==> src/common/epc_defs.svh <==
`ifndef EPC_DEFS_SVH
`define EPC_DEFS_SVH

// ----------------------------------------------------------------
// exception positions and sizes
// ----------------------------------------------------------------
`define EPC_NUM_POS       48
`define EPC_NUM_IRQ       32
`define EPC_IRQ_BASE      16
`define EPC_PRIO_W        3
`define EPC_SYNC_DEPTH    3
`define EPC_POS_STACK     6'h00
`define EPC_POS_NMI       2
`define EPC_POS_HARD      3
`define EPC_POS_BUS       5
`define EPC_POS_USAGE     6
`define EPC_POS_SVC       11
`define EPC_POS_DBG       12
`define EPC_POS_PENDABLE_SERVICE_REQUEST    14
`define EPC_POS_TICK      15

// ----------------------------------------------------------------
// masks and levels
// ----------------------------------------------------------------
`define EPC_IRQ_VALID     32'h367C_00A7
`define EPC_SETTABLE      48'hFFFF_FFFF_D870
`define EPC_PRIO_RESET    3'h0
`define EPC_KEY_NMI       4'h0
`define EPC_KEY_HARD      4'h1
`define EPC_KEY_OFS       4'h2
`define EPC_LVL_NONE      4'hF
`define EPC_SUB_MAX       3'h3

`endif

==> src/common/epc_pkg.sv <==
`default_nettype none

package epc_pkg;
`include "epc_defs.svh"

  typedef enum logic [2:0] {
    ST_BOOT    = 3'b000,
    ST_THREAD  = 3'b001,
    ST_ENTRY   = 3'b010,
    ST_CHAIN   = 3'b011,
    ST_HANDLER = 3'b100,
    ST_EXIT    = 3'b101
  } ctl_state_t;

  typedef struct packed {
    ctl_state_t                                st;
    logic [`EPC_NUM_IRQ-1:0]                   sync1;
    logic [`EPC_NUM_IRQ-1:0]                   sync2;
    logic [`EPC_NUM_POS-1:0]                   pend;
    logic [`EPC_NUM_POS-1:0]                   act;
    logic [`EPC_NUM_POS-1:0][`EPC_PRIO_W-1:0] prio;
    logic [5:0]                                cur;
    logic [31:0]                               sp;
    logic                                      push_seen;
    logic                                      vec_seen;
  } ctl_t;

endpackage

`default_nettype wire

==> src/design/exception_priority_controller.sv <==
`default_nettype none
`include "epc_defs.svh"

// Notes on behaviour
// - eight levels per system handler and interrupt
// - level zero ranks after reset, nmi, hard fault
// - all priority fields reset to zero
// - equal priority: lower position wins
// - grouping splits pre-emption and subpriority
// - stack on entry, unstack on return, handler mode
// - vector fetch runs alongside state push
// - pending at return chains without restore/save
// - stack pointer loaded from vector entry zero
// - nmi at position 2, never pre-empted
// - nmi raised only by software write
// - blocked or disabled fault escalates to hard fault
// - bus fault position 5, software enable
// - usage fault position 6, synchronous
// - service call position 11, synchronous
// - debug monitor 12, enabled, only if urgent
// - pendable service 14, software pended only
// - system tick 15 pended on timer fire
// - peripheral lines from 16, synchronised, prioritised
// - fixed peripheral line assignment
// - reserved peripheral lines never raise
module exception_priority_controller (
  input  wire logic        clk,
  input  wire logic        reset,
  input  wire logic [31:0] irq_in,
  input  wire logic [31:0] irq_enable,
  input  wire logic [2:0]  prigroup,
  input  wire logic        prio_wr_en,
  input  wire logic [5:0]  prio_wr_pos,
  input  wire logic [2:0]  prio_wr_val,
  input  wire logic        nmi_set_sw,
  input  wire logic        pendable_service_request_set_sw,
  input  wire logic        system_tick_exception_fire,
  input  wire logic        bus_fault_req,
  input  wire logic        bus_fault_enable,
  input  wire logic        usage_fault_req,
  input  wire logic        svc_req,
  input  wire logic        debug_mon_req,
  input  wire logic        debug_mon_enable,
  output logic             vec_req,
  output logic [5:0]       vec_index,
  input  wire logic        vec_ack,
  input  wire logic [31:0] vec_data,
  output logic             stack_push_req,
  input  wire logic        stack_push_done,
  output logic             stack_pop_req,
  input  wire logic        stack_pop_done,
  input  wire logic        handler_return,
  output logic             handler_mode,
  output logic [5:0]       active_exc,
  output logic [31:0]      sp_init,
  output logic             sp_valid
);
  import epc_pkg::*;

  localparam logic [`EPC_NUM_POS-1:0] SETTABLE_MASK = `EPC_SETTABLE;
  ctl_t                    q_ff;
  ctl_t                    nxt_q;
  logic [1:0]              sub_bits;
  logic                    win_valid;
  logic [5:0]              win;
  logic [3:0]              win_key;
  logic [3:0]              win_grp;
  logic [3:0]              cur_lvl;
  logic [3:0]              rem_lvl;
  logic [3:0]              best_key;
  logic [5:0]              best_act;
  logic [`EPC_NUM_POS-1:0] act_rem;
  logic                    tie_bad;

  // ----------------------------------------------------------------
  // ranking helpers
  // ----------------------------------------------------------------
  function automatic logic [3:0] key_of(input int i);
    if (i == `EPC_POS_NMI) begin
      key_of = `EPC_KEY_NMI;
    end else if (i == `EPC_POS_HARD) begin
      key_of = `EPC_KEY_HARD;
    end else begin
      key_of = {1'b0, q_ff.prio[i]} + `EPC_KEY_OFS;
    end
  endfunction

  function automatic logic [3:0] grp_of(input int i);
    if (i == `EPC_POS_NMI) begin
      grp_of = `EPC_KEY_NMI;
    end else if (i == `EPC_POS_HARD) begin
      grp_of = `EPC_KEY_HARD;
    end else begin
      grp_of = {1'b0, q_ff.prio[i] >> sub_bits} + `EPC_KEY_OFS;
    end
  endfunction

  assign sub_bits = (prigroup > `EPC_SUB_MAX) ? 2'h3 : prigroup[1:0];

  // ----------------------------------------------------------------
  // winner and current level search
  // ----------------------------------------------------------------
  always_comb begin
    win_valid = 1'b0;
    win       = 6'h00;
    win_key   = `EPC_LVL_NONE;
    cur_lvl   = `EPC_LVL_NONE;
    rem_lvl   = `EPC_LVL_NONE;
    best_key  = `EPC_LVL_NONE;
    best_act  = 6'h00;
    tie_bad   = 1'b0;
    act_rem   = q_ff.act & ~(48'h0000_0000_0001 << q_ff.cur);
    for (int i = `EPC_NUM_POS - 1; i >= 0; i--) begin
      if (q_ff.pend[i] && key_of(i) <= win_key) begin
        win_valid = 1'b1;
        win       = 6'(i);
        win_key   = key_of(i);
      end
      if (q_ff.act[i] && grp_of(i) < cur_lvl) begin
        cur_lvl = grp_of(i);
      end
      if (act_rem[i] && grp_of(i) < rem_lvl) begin
        rem_lvl = grp_of(i);
      end
      if (act_rem[i] && key_of(i) <= best_key) begin
        best_key = key_of(i);
        best_act = 6'(i);
      end
    end
    win_grp = win_valid ? grp_of(int'(win)) : `EPC_LVL_NONE;
    for (int i = 0; i < `EPC_NUM_POS; i++) begin
      if (win_valid && q_ff.pend[i] && 6'(i) < win && key_of(i) == win_key) begin
        tie_bad = 1'b1;
      end
    end
  end

  // ----------------------------------------------------------------
  // next state
  // ----------------------------------------------------------------
  always_comb begin
    nxt_q       = q_ff;
    nxt_q.sync1 = irq_in;
    nxt_q.sync2 = q_ff.sync1;
    if (prio_wr_en && prio_wr_pos < 6'(`EPC_NUM_POS) && SETTABLE_MASK[prio_wr_pos]) begin
      nxt_q.prio[prio_wr_pos] = prio_wr_val;
    end
    case (q_ff.st)
      ST_BOOT: begin
        if (vec_ack) begin
          nxt_q.sp = vec_data;
          nxt_q.st = ST_THREAD;
        end
      end
      ST_THREAD: begin
        if (win_valid) begin
          nxt_q.st           = ST_ENTRY;
          nxt_q.cur          = win;
          nxt_q.act[win]     = 1'b1;
          nxt_q.pend[win]    = 1'b0;
        end
      end
      ST_ENTRY: begin
        nxt_q.push_seen = q_ff.push_seen | stack_push_done;
        nxt_q.vec_seen  = q_ff.vec_seen | vec_ack;
        if ((q_ff.push_seen || stack_push_done) && (q_ff.vec_seen || vec_ack)) begin
          nxt_q.st        = ST_HANDLER;
          nxt_q.push_seen = 1'b0;
          nxt_q.vec_seen  = 1'b0;
        end
      end
      ST_CHAIN: begin
        if (vec_ack) begin
          nxt_q.st = ST_HANDLER;
        end
      end
      ST_HANDLER: begin
        if (handler_return) begin
          nxt_q.act[q_ff.cur] = 1'b0;
          if (win_valid && win_grp < rem_lvl) begin
            nxt_q.st        = ST_CHAIN;
            nxt_q.cur       = win;
            nxt_q.act[win]  = 1'b1;
            nxt_q.pend[win] = 1'b0;
          end else begin
            nxt_q.st = ST_EXIT;
          end
        end else if (win_valid && win_grp < cur_lvl) begin
          nxt_q.st        = ST_ENTRY;
          nxt_q.cur       = win;
          nxt_q.act[win]  = 1'b1;
          nxt_q.pend[win] = 1'b0;
        end
      end
      ST_EXIT: begin
        if (stack_pop_done) begin
          if (|q_ff.act) begin
            nxt_q.st  = ST_HANDLER;
            nxt_q.cur = best_act;
          end else begin
            nxt_q.st = ST_THREAD;
          end
        end
      end
      default: begin
        nxt_q.st = ST_BOOT;
      end
    endcase

    // pend sets come last so a set in the clearing cycle wins
    nxt_q.pend[`EPC_NUM_POS-1:`EPC_IRQ_BASE] = nxt_q.pend[`EPC_NUM_POS-1:`EPC_IRQ_BASE]
                                             | (q_ff.sync2 & irq_enable & `EPC_IRQ_VALID);
    if (nmi_set_sw) begin
      nxt_q.pend[`EPC_POS_NMI] = 1'b1;
    end
    if (pendable_service_request_set_sw) begin
      nxt_q.pend[`EPC_POS_PENDABLE_SERVICE_REQUEST] = 1'b1;
    end
    if (system_tick_exception_fire) begin
      nxt_q.pend[`EPC_POS_TICK] = 1'b1;
    end
    if (bus_fault_req) begin
      if (!bus_fault_enable || grp_of(`EPC_POS_BUS) >= cur_lvl) begin
        nxt_q.pend[`EPC_POS_HARD] = 1'b1;
      end else begin
        nxt_q.pend[`EPC_POS_BUS] = 1'b1;
      end
    end
    if (usage_fault_req) begin
      if (grp_of(`EPC_POS_USAGE) >= cur_lvl) begin
        nxt_q.pend[`EPC_POS_HARD] = 1'b1;
      end else begin
        nxt_q.pend[`EPC_POS_USAGE] = 1'b1;
      end
    end
    if (svc_req) begin
      if (grp_of(`EPC_POS_SVC) >= cur_lvl) begin
        nxt_q.pend[`EPC_POS_HARD] = 1'b1;
      end else begin
        nxt_q.pend[`EPC_POS_SVC] = 1'b1;
      end
    end
    if (debug_mon_req && debug_mon_enable && grp_of(`EPC_POS_DBG) < cur_lvl) begin
      nxt_q.pend[`EPC_POS_DBG] = 1'b1;
    end
  end

  // ----------------------------------------------------------------
  // state register
  // ----------------------------------------------------------------
  always_ff @(posedge clk or posedge reset) begin
    if (reset) begin
      q_ff <= '0;
    end else begin
      q_ff <= nxt_q;
    end
  end

  // ----------------------------------------------------------------
  // core side outputs
  // ----------------------------------------------------------------
  assign vec_req        = (q_ff.st == ST_BOOT) || (q_ff.st == ST_CHAIN)
                        || ((q_ff.st == ST_ENTRY) && !q_ff.vec_seen);
  assign stack_push_req = (q_ff.st == ST_ENTRY) && !q_ff.push_seen;
  assign stack_pop_req  = (q_ff.st == ST_EXIT);
  assign handler_mode   = (q_ff.st == ST_HANDLER);
  assign vec_index      = q_ff.cur;
  assign active_exc     = q_ff.cur;
  assign sp_init        = q_ff.sp;
  assign sp_valid       = (q_ff.st != ST_BOOT);
endmodule

`default_nettype wire

==> config.mk <==
export PLATFORM = sky130hd
export DESIGN_NAME = exception_priority_controller
export DESIGN_NICKNAME = d
export VERILOG_FILES = /design/src/common/epc_pkg.sv /design/src/design/exception_priority_controller.sv
export VERILOG_INCLUDE_DIRS = /design/src /design/src/common
export SDC_FILE = /design/constraint.sdc
export NUM_CORES = 2
export LEC_CHECK = 0
export BUFFER_PORTS_ARGS = -buffer_cell sky130_fd_sc_hd__clkbuf_2
export CAP_MARGIN = 20
export CORE_AREA = 2 2 370 372
export CTS_CLUSTER_DIAMETER = 200
export CTS_CLUSTER_SIZE = 16
export DETAILED_ROUTE_END_ITERATION = 6
export DIE_AREA = 0 0 372 374
export SYNTH_ARGS = -nofsm -noshare
export SYNTH_HDL_FRONTEND = slang
export SYNTH_SLANG_ARGS = --single-unit
==> constraint.sdc <==
create_clock -name clk -period 90.8 [get_ports clk]
set_input_delay 9.08 -clock clk [delete_from_list [all_inputs] [get_ports clk]]
set_output_delay 9.08 -clock clk [all_outputs]
set_load 0.02 [all_outputs]
# After elaboration in Yosys (flattened, before gate mapping)
# Memories as Yosys holds them, arrays and structs flattened.
# Index checks and enable logic that the tools add are counted.
dict set report totals {
  reg_bits 343
  mem_bits_ro 64
  inputBits 124
  out_inout_bits 49
  wordCells 1068
  n_memories 1
}
# memory depth width read_ports rd_clocked_by_memory_dff write_ports line
set memory_table {}
lappend memory_table {{(name not given)} 64 1 1 0 0 exception_priority_controller.sv:145} ;# if (prio_wr_en && prio_wr_pos < 6'(`EPC_NUM_POS) && SETTABLE_MASK[prio_wr_pos]) begin
dict set report classes {
  n_addsub 93
  order_cmp 205
  n_eq_ne 27
  shift 48
  mux 390
  bitwise 12
  n_reduce_logical 230
}
# operator count
set ops {}
lappend ops {{$mux 4} 196}
lappend ops {{$mux 6} 102}
lappend ops {{$mux 96} 4}
lappend ops {{$add 3x2->4 const B} 93}
lappend ops {{$lt 4x4->1} 93}
lappend ops {{$le 4x4->1} 90}
lappend ops {{$logic_and 1x1->1} 204}
lappend ops {{$pmux 96 s2} 1}
lappend ops {{$and 48x48->48} 3}
lappend ops {{$bwmux 144} 1}
lappend ops {{$not 48->48} 3}
lappend ops {{$shr 3x2->3} 47}
lappend ops {{$or 48x48->48} 2}
lappend ops {{$mux 1} 67}
lappend ops {{$reduce_or 48->1} 1}
lappend ops {{$shl 1x6->48 const A} 1}
lappend ops {{$mux 3} 11}
lappend ops {{$or 32x30->32} 1}
lappend ops {{$and 30x30->30} 1}
lappend ops {{$lt 6x7->1 const B} 4}
lappend ops {{$ne 4x3->1 const B} 6}
lappend ops {{$reduce_and 4->1} 5}
lappend ops {{$bmux 3 s6} 1}
lappend ops {{$demux 3 s6} 1}
lappend ops {{30 further kinds} 67}

# Longest topological paths before layout
dict set report depth {
  ltp_word 163
  mapped_depth 430
}

# Worst setup path before layout
# No wires, ideal clock.
dict set report synth_path {
  kind {register to register}
  startpoint {register q_ff[181] in the netlist's numbering}
  endpoint {register q_ff[237] in the netlist's numbering}
  arrival_ns 70.201
  required_ns 90.674
  setup_slack_ns 20.473
  stages_incl_launch_ff 374
  path_buffers 6
  period_less_slack_ns 70.327
  cell_sequence {dfrtp_1 -> nand2b_1 -> ha_1 -> nor4b_1 -> a221oi_1 -> a31o_2 -> mux2_2 -> ha_1 -> nand4_1 -> mux2_2 -> a31oi_1 -> mux2_2 -> ha_1 -> a21oi_1 -> a21oi_1 -> maj3_1 -> a221oi_1 -> mux2_2 -> [... 338 more ...] -> o22ai_1 -> o31a_1 -> o31ai_2 -> a31oi_1 -> nor2_1 -> ha_1 -> a21o_1 -> ha_1 -> o21a_1 -> o21a_1 -> o21ai_0 -> o41ai_1 -> a21oi_1 -> o2111ai_2 -> nand2_2 -> buf_2 -> a22oi_4 -> a311o_1}
}
# item line
set synth_rtl {}
lappend synth_rtl {{start, declared} exception_priority_controller.sv:61} ;# ctl_t q_ff;
lappend synth_rtl {{start signal, assigned} exception_priority_controller.sv:255} ;# q_ff <= nxt_q;

# Final worst setup path
dict set report layout_path {
  startpoint {register q_ff[181] in the netlist's numbering}
  endpoint {register q_ff[262] in the netlist's numbering}
}
dict set report layout_via {
  elab_chain_len 158
  word_cells_on_any_way 555
  cone_classes {add/sub (3); order compare (147); eq/ne (2); shift (2); mux (251); bitwise (3); reduce/logical (147)}
}
# item line
set layout_lines {}
lappend layout_lines {{$add 3x2->4 (no line)} --}
lappend layout_lines {{$le 4x4->1} exception_priority_controller.sv:114} ;# if (q_ff.pend[i] && key_of(i) <= win_key) begin
lappend layout_lines {{$logic_and 1x1->1} exception_priority_controller.sv:114}
lappend layout_lines {{$mux 4} exception_priority_controller.sv:114}
lappend layout_lines {{$le 4x4->1} exception_priority_controller.sv:114}
lappend layout_lines {{$logic_and 1x1->1} exception_priority_controller.sv:114}
lappend layout_lines {{$mux 4} exception_priority_controller.sv:114}
lappend layout_lines {{$le 4x4->1} exception_priority_controller.sv:114}
lappend layout_lines {{[... 142 more ...]} --}
lappend layout_lines {{$mux 4} exception_priority_controller.sv:89} ;# if (i == `EPC_POS_NMI) begin
lappend layout_lines {{$mux 4 (no line)} --}
lappend layout_lines {{$lt 4x4->1 (on tied branches)} {exception_priority_controller.sv:188, exception_priority_controller.sv:180}}
lappend layout_lines {{$logic_and 1x1->1 (on tied branches)} {exception_priority_controller.sv:188, exception_priority_controller.sv:180}}
lappend layout_lines {{$mux 96 (on tied branches)} {exception_priority_controller.sv:188, exception_priority_controller.sv:180}}
lappend layout_lines {{$mux 96} exception_priority_controller.sv:178} ;# if (handler_return) begin
lappend layout_lines {{$pmux 96 s2 *} exception_priority_controller.sv:148} ;# case (q_ff.st)
lappend layout_lines {{$or 32x30->32 *} exception_priority_controller.sv:211} ;# nxt_q.pend[`EPC_NUM_POS-1:`EPC_IRQ_BASE] = nxt_q.pend[`EPC_NUM_POS-1:`EPC_IRQ_BASE]
# Every way passes the cells marked *; elsewhere a longest branch is shown, timed or not. The select of a mux whose other input is x is not followed.
# A chain may end at the register's enable or synchronous reset.

==> summary.md <==
| Metric | Value |
|---|---|
| Crit share post-route | `0.9374` |
| Minimum clock period | `85.12 ns` |
| Initial antenna violation count | `14` |
| Ys Warns | `0` |
| Root Driver | `clkbuf_16` |
| Placeable core region | `0.1350 mm2` |
| WHS Path Cells | `0` |
| Worst Setup EP | `q_ff[262]$_DFFE_PP0P_` |
| Crit path DAT | `85.57 ns` |
| Final Cell Area | `0.05009 mm2` |
| RSZ-0062 raised after global routing | `false` |
| Inst Count DP | `7791` |
| DR vias | `47004` |
| First-pass GRT wire length | `268.4 mm` |
| Synthesis-to-finish area growth | `6.403%` |
| Synthesized area per cell | `7.777 um2` |
| Worst skew pair latency | `0.62 ns` |
| Synth unique cells | `123` |
| Hold/Removal Path Class | `register to register` |
| Clk slew on worst S/H paths | `0.09 ns` |
| Initial DRC Count | `4222` |
| Slew Limit Headroom | `0.2449` |
| Reg2reg end | `q_ff[262]$_DFFE_PP0P_` |
| Worst-Margin Slew | `1.124 ns` |
| Cell mode on critical path | `ha_1` |
| R2R depth | `371` |
| Layout cell share with drive strength beyond 1 | `0.1327` |
| Final Non-Filler Cells | `7823` |
| FP Rows | `135` |
| CP max FO | `25` |
| ANT nets after route | `0` |
| CTS tree | `done` |
| Worst setup path startpoint | `q_ff[181]$_DFFE_PP0P_` |
| Post-Place Cell Area | `0.04944 mm2` |
| FF-to-FF setup slack | `5.68 ns` |
| # hold bufs at CTS | `0` |
| Clock Skew | `0.05138 ns` |
| Worst Setup End Kind | `register` |
| Initial core utilization | `0.3488` |
| Syn Inst Count | `6053` |
| Die extent in y | `374 um` |
| Status | `complete, but fails checks` |
| Largest net degree at the start of global routing | `154` |
| HPWL after detailed placement | `141.3 mm` |
| Die Area | `0.1391 mm2` |
| Nets@finish | `6851` |
| Ys flop type | `dfrtp_1` |
| CTS Buffer Depth | `3` |
| Vias per cell | `6.008` |
| Synthesized area | `0.04708 mm2` |
| Critical Path Source Type | `register` |
| Vias in the first global route | `44078` |
| Residual DRC | `1` |
| Flops & latches, synth | `311` |
| Fmax | `0.01175 GHz` |
| Syn_nets | `6868` |
| Failing checks | `design-rule violations` |
| GRT Overall Usage | `0.2469` |
| CTS Sinks | `311` |
| Grt total ovfl | `0` |
| Data required time of the critical path | `91.26 ns` |
| Hold path start | `nxt_q[285]$_DFF_PP0_` |
| Die Wd | `372 um` |
| # setup viols final | `0` |
| Commonest non-fill, non-tap cells in the layout | `691 x nand2_1, 691 x ha_1, 492 x inv_1, 475 x o21ai_0, 449 x nor2_1` |
| Final hold violation count | `0` |
| Drt first pass iters | `7` |
| Number of synthesized flops with an enable pin | `0` |
| Slew Limit Fails | `0` |
| Io pins | `173` |
| Slowest CP cell | `or4b_2` |
| RD Place Congestion | `0.9785` |
| Crit path largest cell delay | `0.71 ns` |
| Critical path class | `register to register` |
| # port buffers | `136` |
| Ys async rst share | `1.000` |
| Max_cap viols | `0` |
| # Post-CTS Setup Buffers | `0` |
| Top cells by area, synth | `ha_1 18%, dfrtp_1 17%, mux2_2 9.4%` |
| Total CTS buffers | `23` |
| Avg WL per Cell | `22.80 um` |
| H-tree depth | `1` |
| Synth top area share | `0.1837` |
| Post-synth top area cell | `ha_1` |
| Reg2Reg Launch Point | `q_ff[181]$_DFFE_PP0P_` |
| Filler cell count | `14038` |
| Setup TNS | `0 ns` |
| DRT Wirelength | `178.4 mm` |
| Register area share after synthesis | `0.1653` |
| Hold_ws | `0.3516 ns` |
## what timing repair did
action                     CTS  global route
hold endpoints to repair     0             0
setup endpoints to repair    0           104
gates resized for setup      0             9
## worst max-delay path, delay by kind of cell, from the launching register on
kind                       cells  cell delay, ns
AOI/OAI and AO/OA            166           37.39
adders and majority gates     51           15.22
buffers and inverters         14            2.34
DFF                            1            0.50
muxes                         32           10.83
and+or+nand+nor              108           18.46
## registers in the layout, indices dropped and copies added, names as in the netlist
register	flops
active_exc	6
nxt_q	14
q_ff	259
sp_init	32
## cells by family after synthesis
| family | count (synthesis) | synth area share |
|---|---|---|
| AND/OR/NAND/NOR | 1964 | 0.1992 |
| AO/OA/AOI/OAI | 1710 | 0.2412 |
| buffers and inverters | 740 | 0.06371 |
| adder cells (fa/ha/maj) | 698 | 0.1852 |
| multiplexers | 620 | 0.1434 |
| flip-flops | 311 | 0.1653 |
| XOR/XNOR | 10 | 0.001860 |
## final cells by class
cell class,instances,area (um2),area share
well taps,1781,2228,0.04449
multi-input cells,5002,36410,0.7268
repair buffers,202,1191,0.02378
clock inverters,2,20.02,0.0003997
flip-flops and latches,311,7782,0.1554
inverters,496,1869,0.03732
diodes,6,15.01,0.0002998
clock buffers,23,575.6,0.01149
## synthesized netlist by cell type (73+ instances only)
| cell | count |
|---|---|
| nand2_1 | 692 |
| ha_1 | 691 |
| inv_1 | 493 |
| o21ai_0 | 478 |
| nor2_1 | 451 |
| mux2_2 | 394 |
| a21oi_1 | 322 |
| dfrtp_1 | 311 |
| mux2i_1 | 213 |
| a31oi_1 | 162 |
| nand3_1 | 147 |
| clkbuf_1 | 143 |
| nand2b_1 | 123 |
| and2_1 | 95 |
| nor2b_1 | 85 |
| a21o_1 | 73 |
## layer usage
layer / track usage / vias to the layer above / part of all wire
met5: 0 / - / 0.00058
met4: 0.09038 / 16 / 0.042
met3: 0.04142 / 375 / 0.086
met2: 0.3894 / 1849 / 0.44
met1: 0.3356 / 22576 / 0.43
li1: - / 22188 / -
## metrics by stage
stage          setup slack (ns)    util
3_5_place_dp              6.275  0.3663
3_3_place_gp              6.934  0.3663
6_report                  5.684  0.3711
4_1_cts                   5.844  0.3707
5_1_grt                 0.02993  0.3711
2_1_floorplan             20.47       -
## worst min-delay path by stage
stage | slack (ns) | to
2_1_floorplan | 0.33 | q_ff[280]$_DFF_PP0_
3_3_place_gp | 0.33 | q_ff[299]$_DFF_PP0_
3_5_place_dp | 0.34 | q_ff[299]$_DFF_PP0_
4_1_cts | 0.35 | q_ff[300]$_DFF_PP0_
6_report | 0.35 | q_ff[285]$_DFF_PP0_
5_1_grt | 0.36 | q_ff[285]$_DFF_PP0_
Power is not shown: default switching activity piles up to over one toggle a cycle in this logic, so the estimate is an artifact.
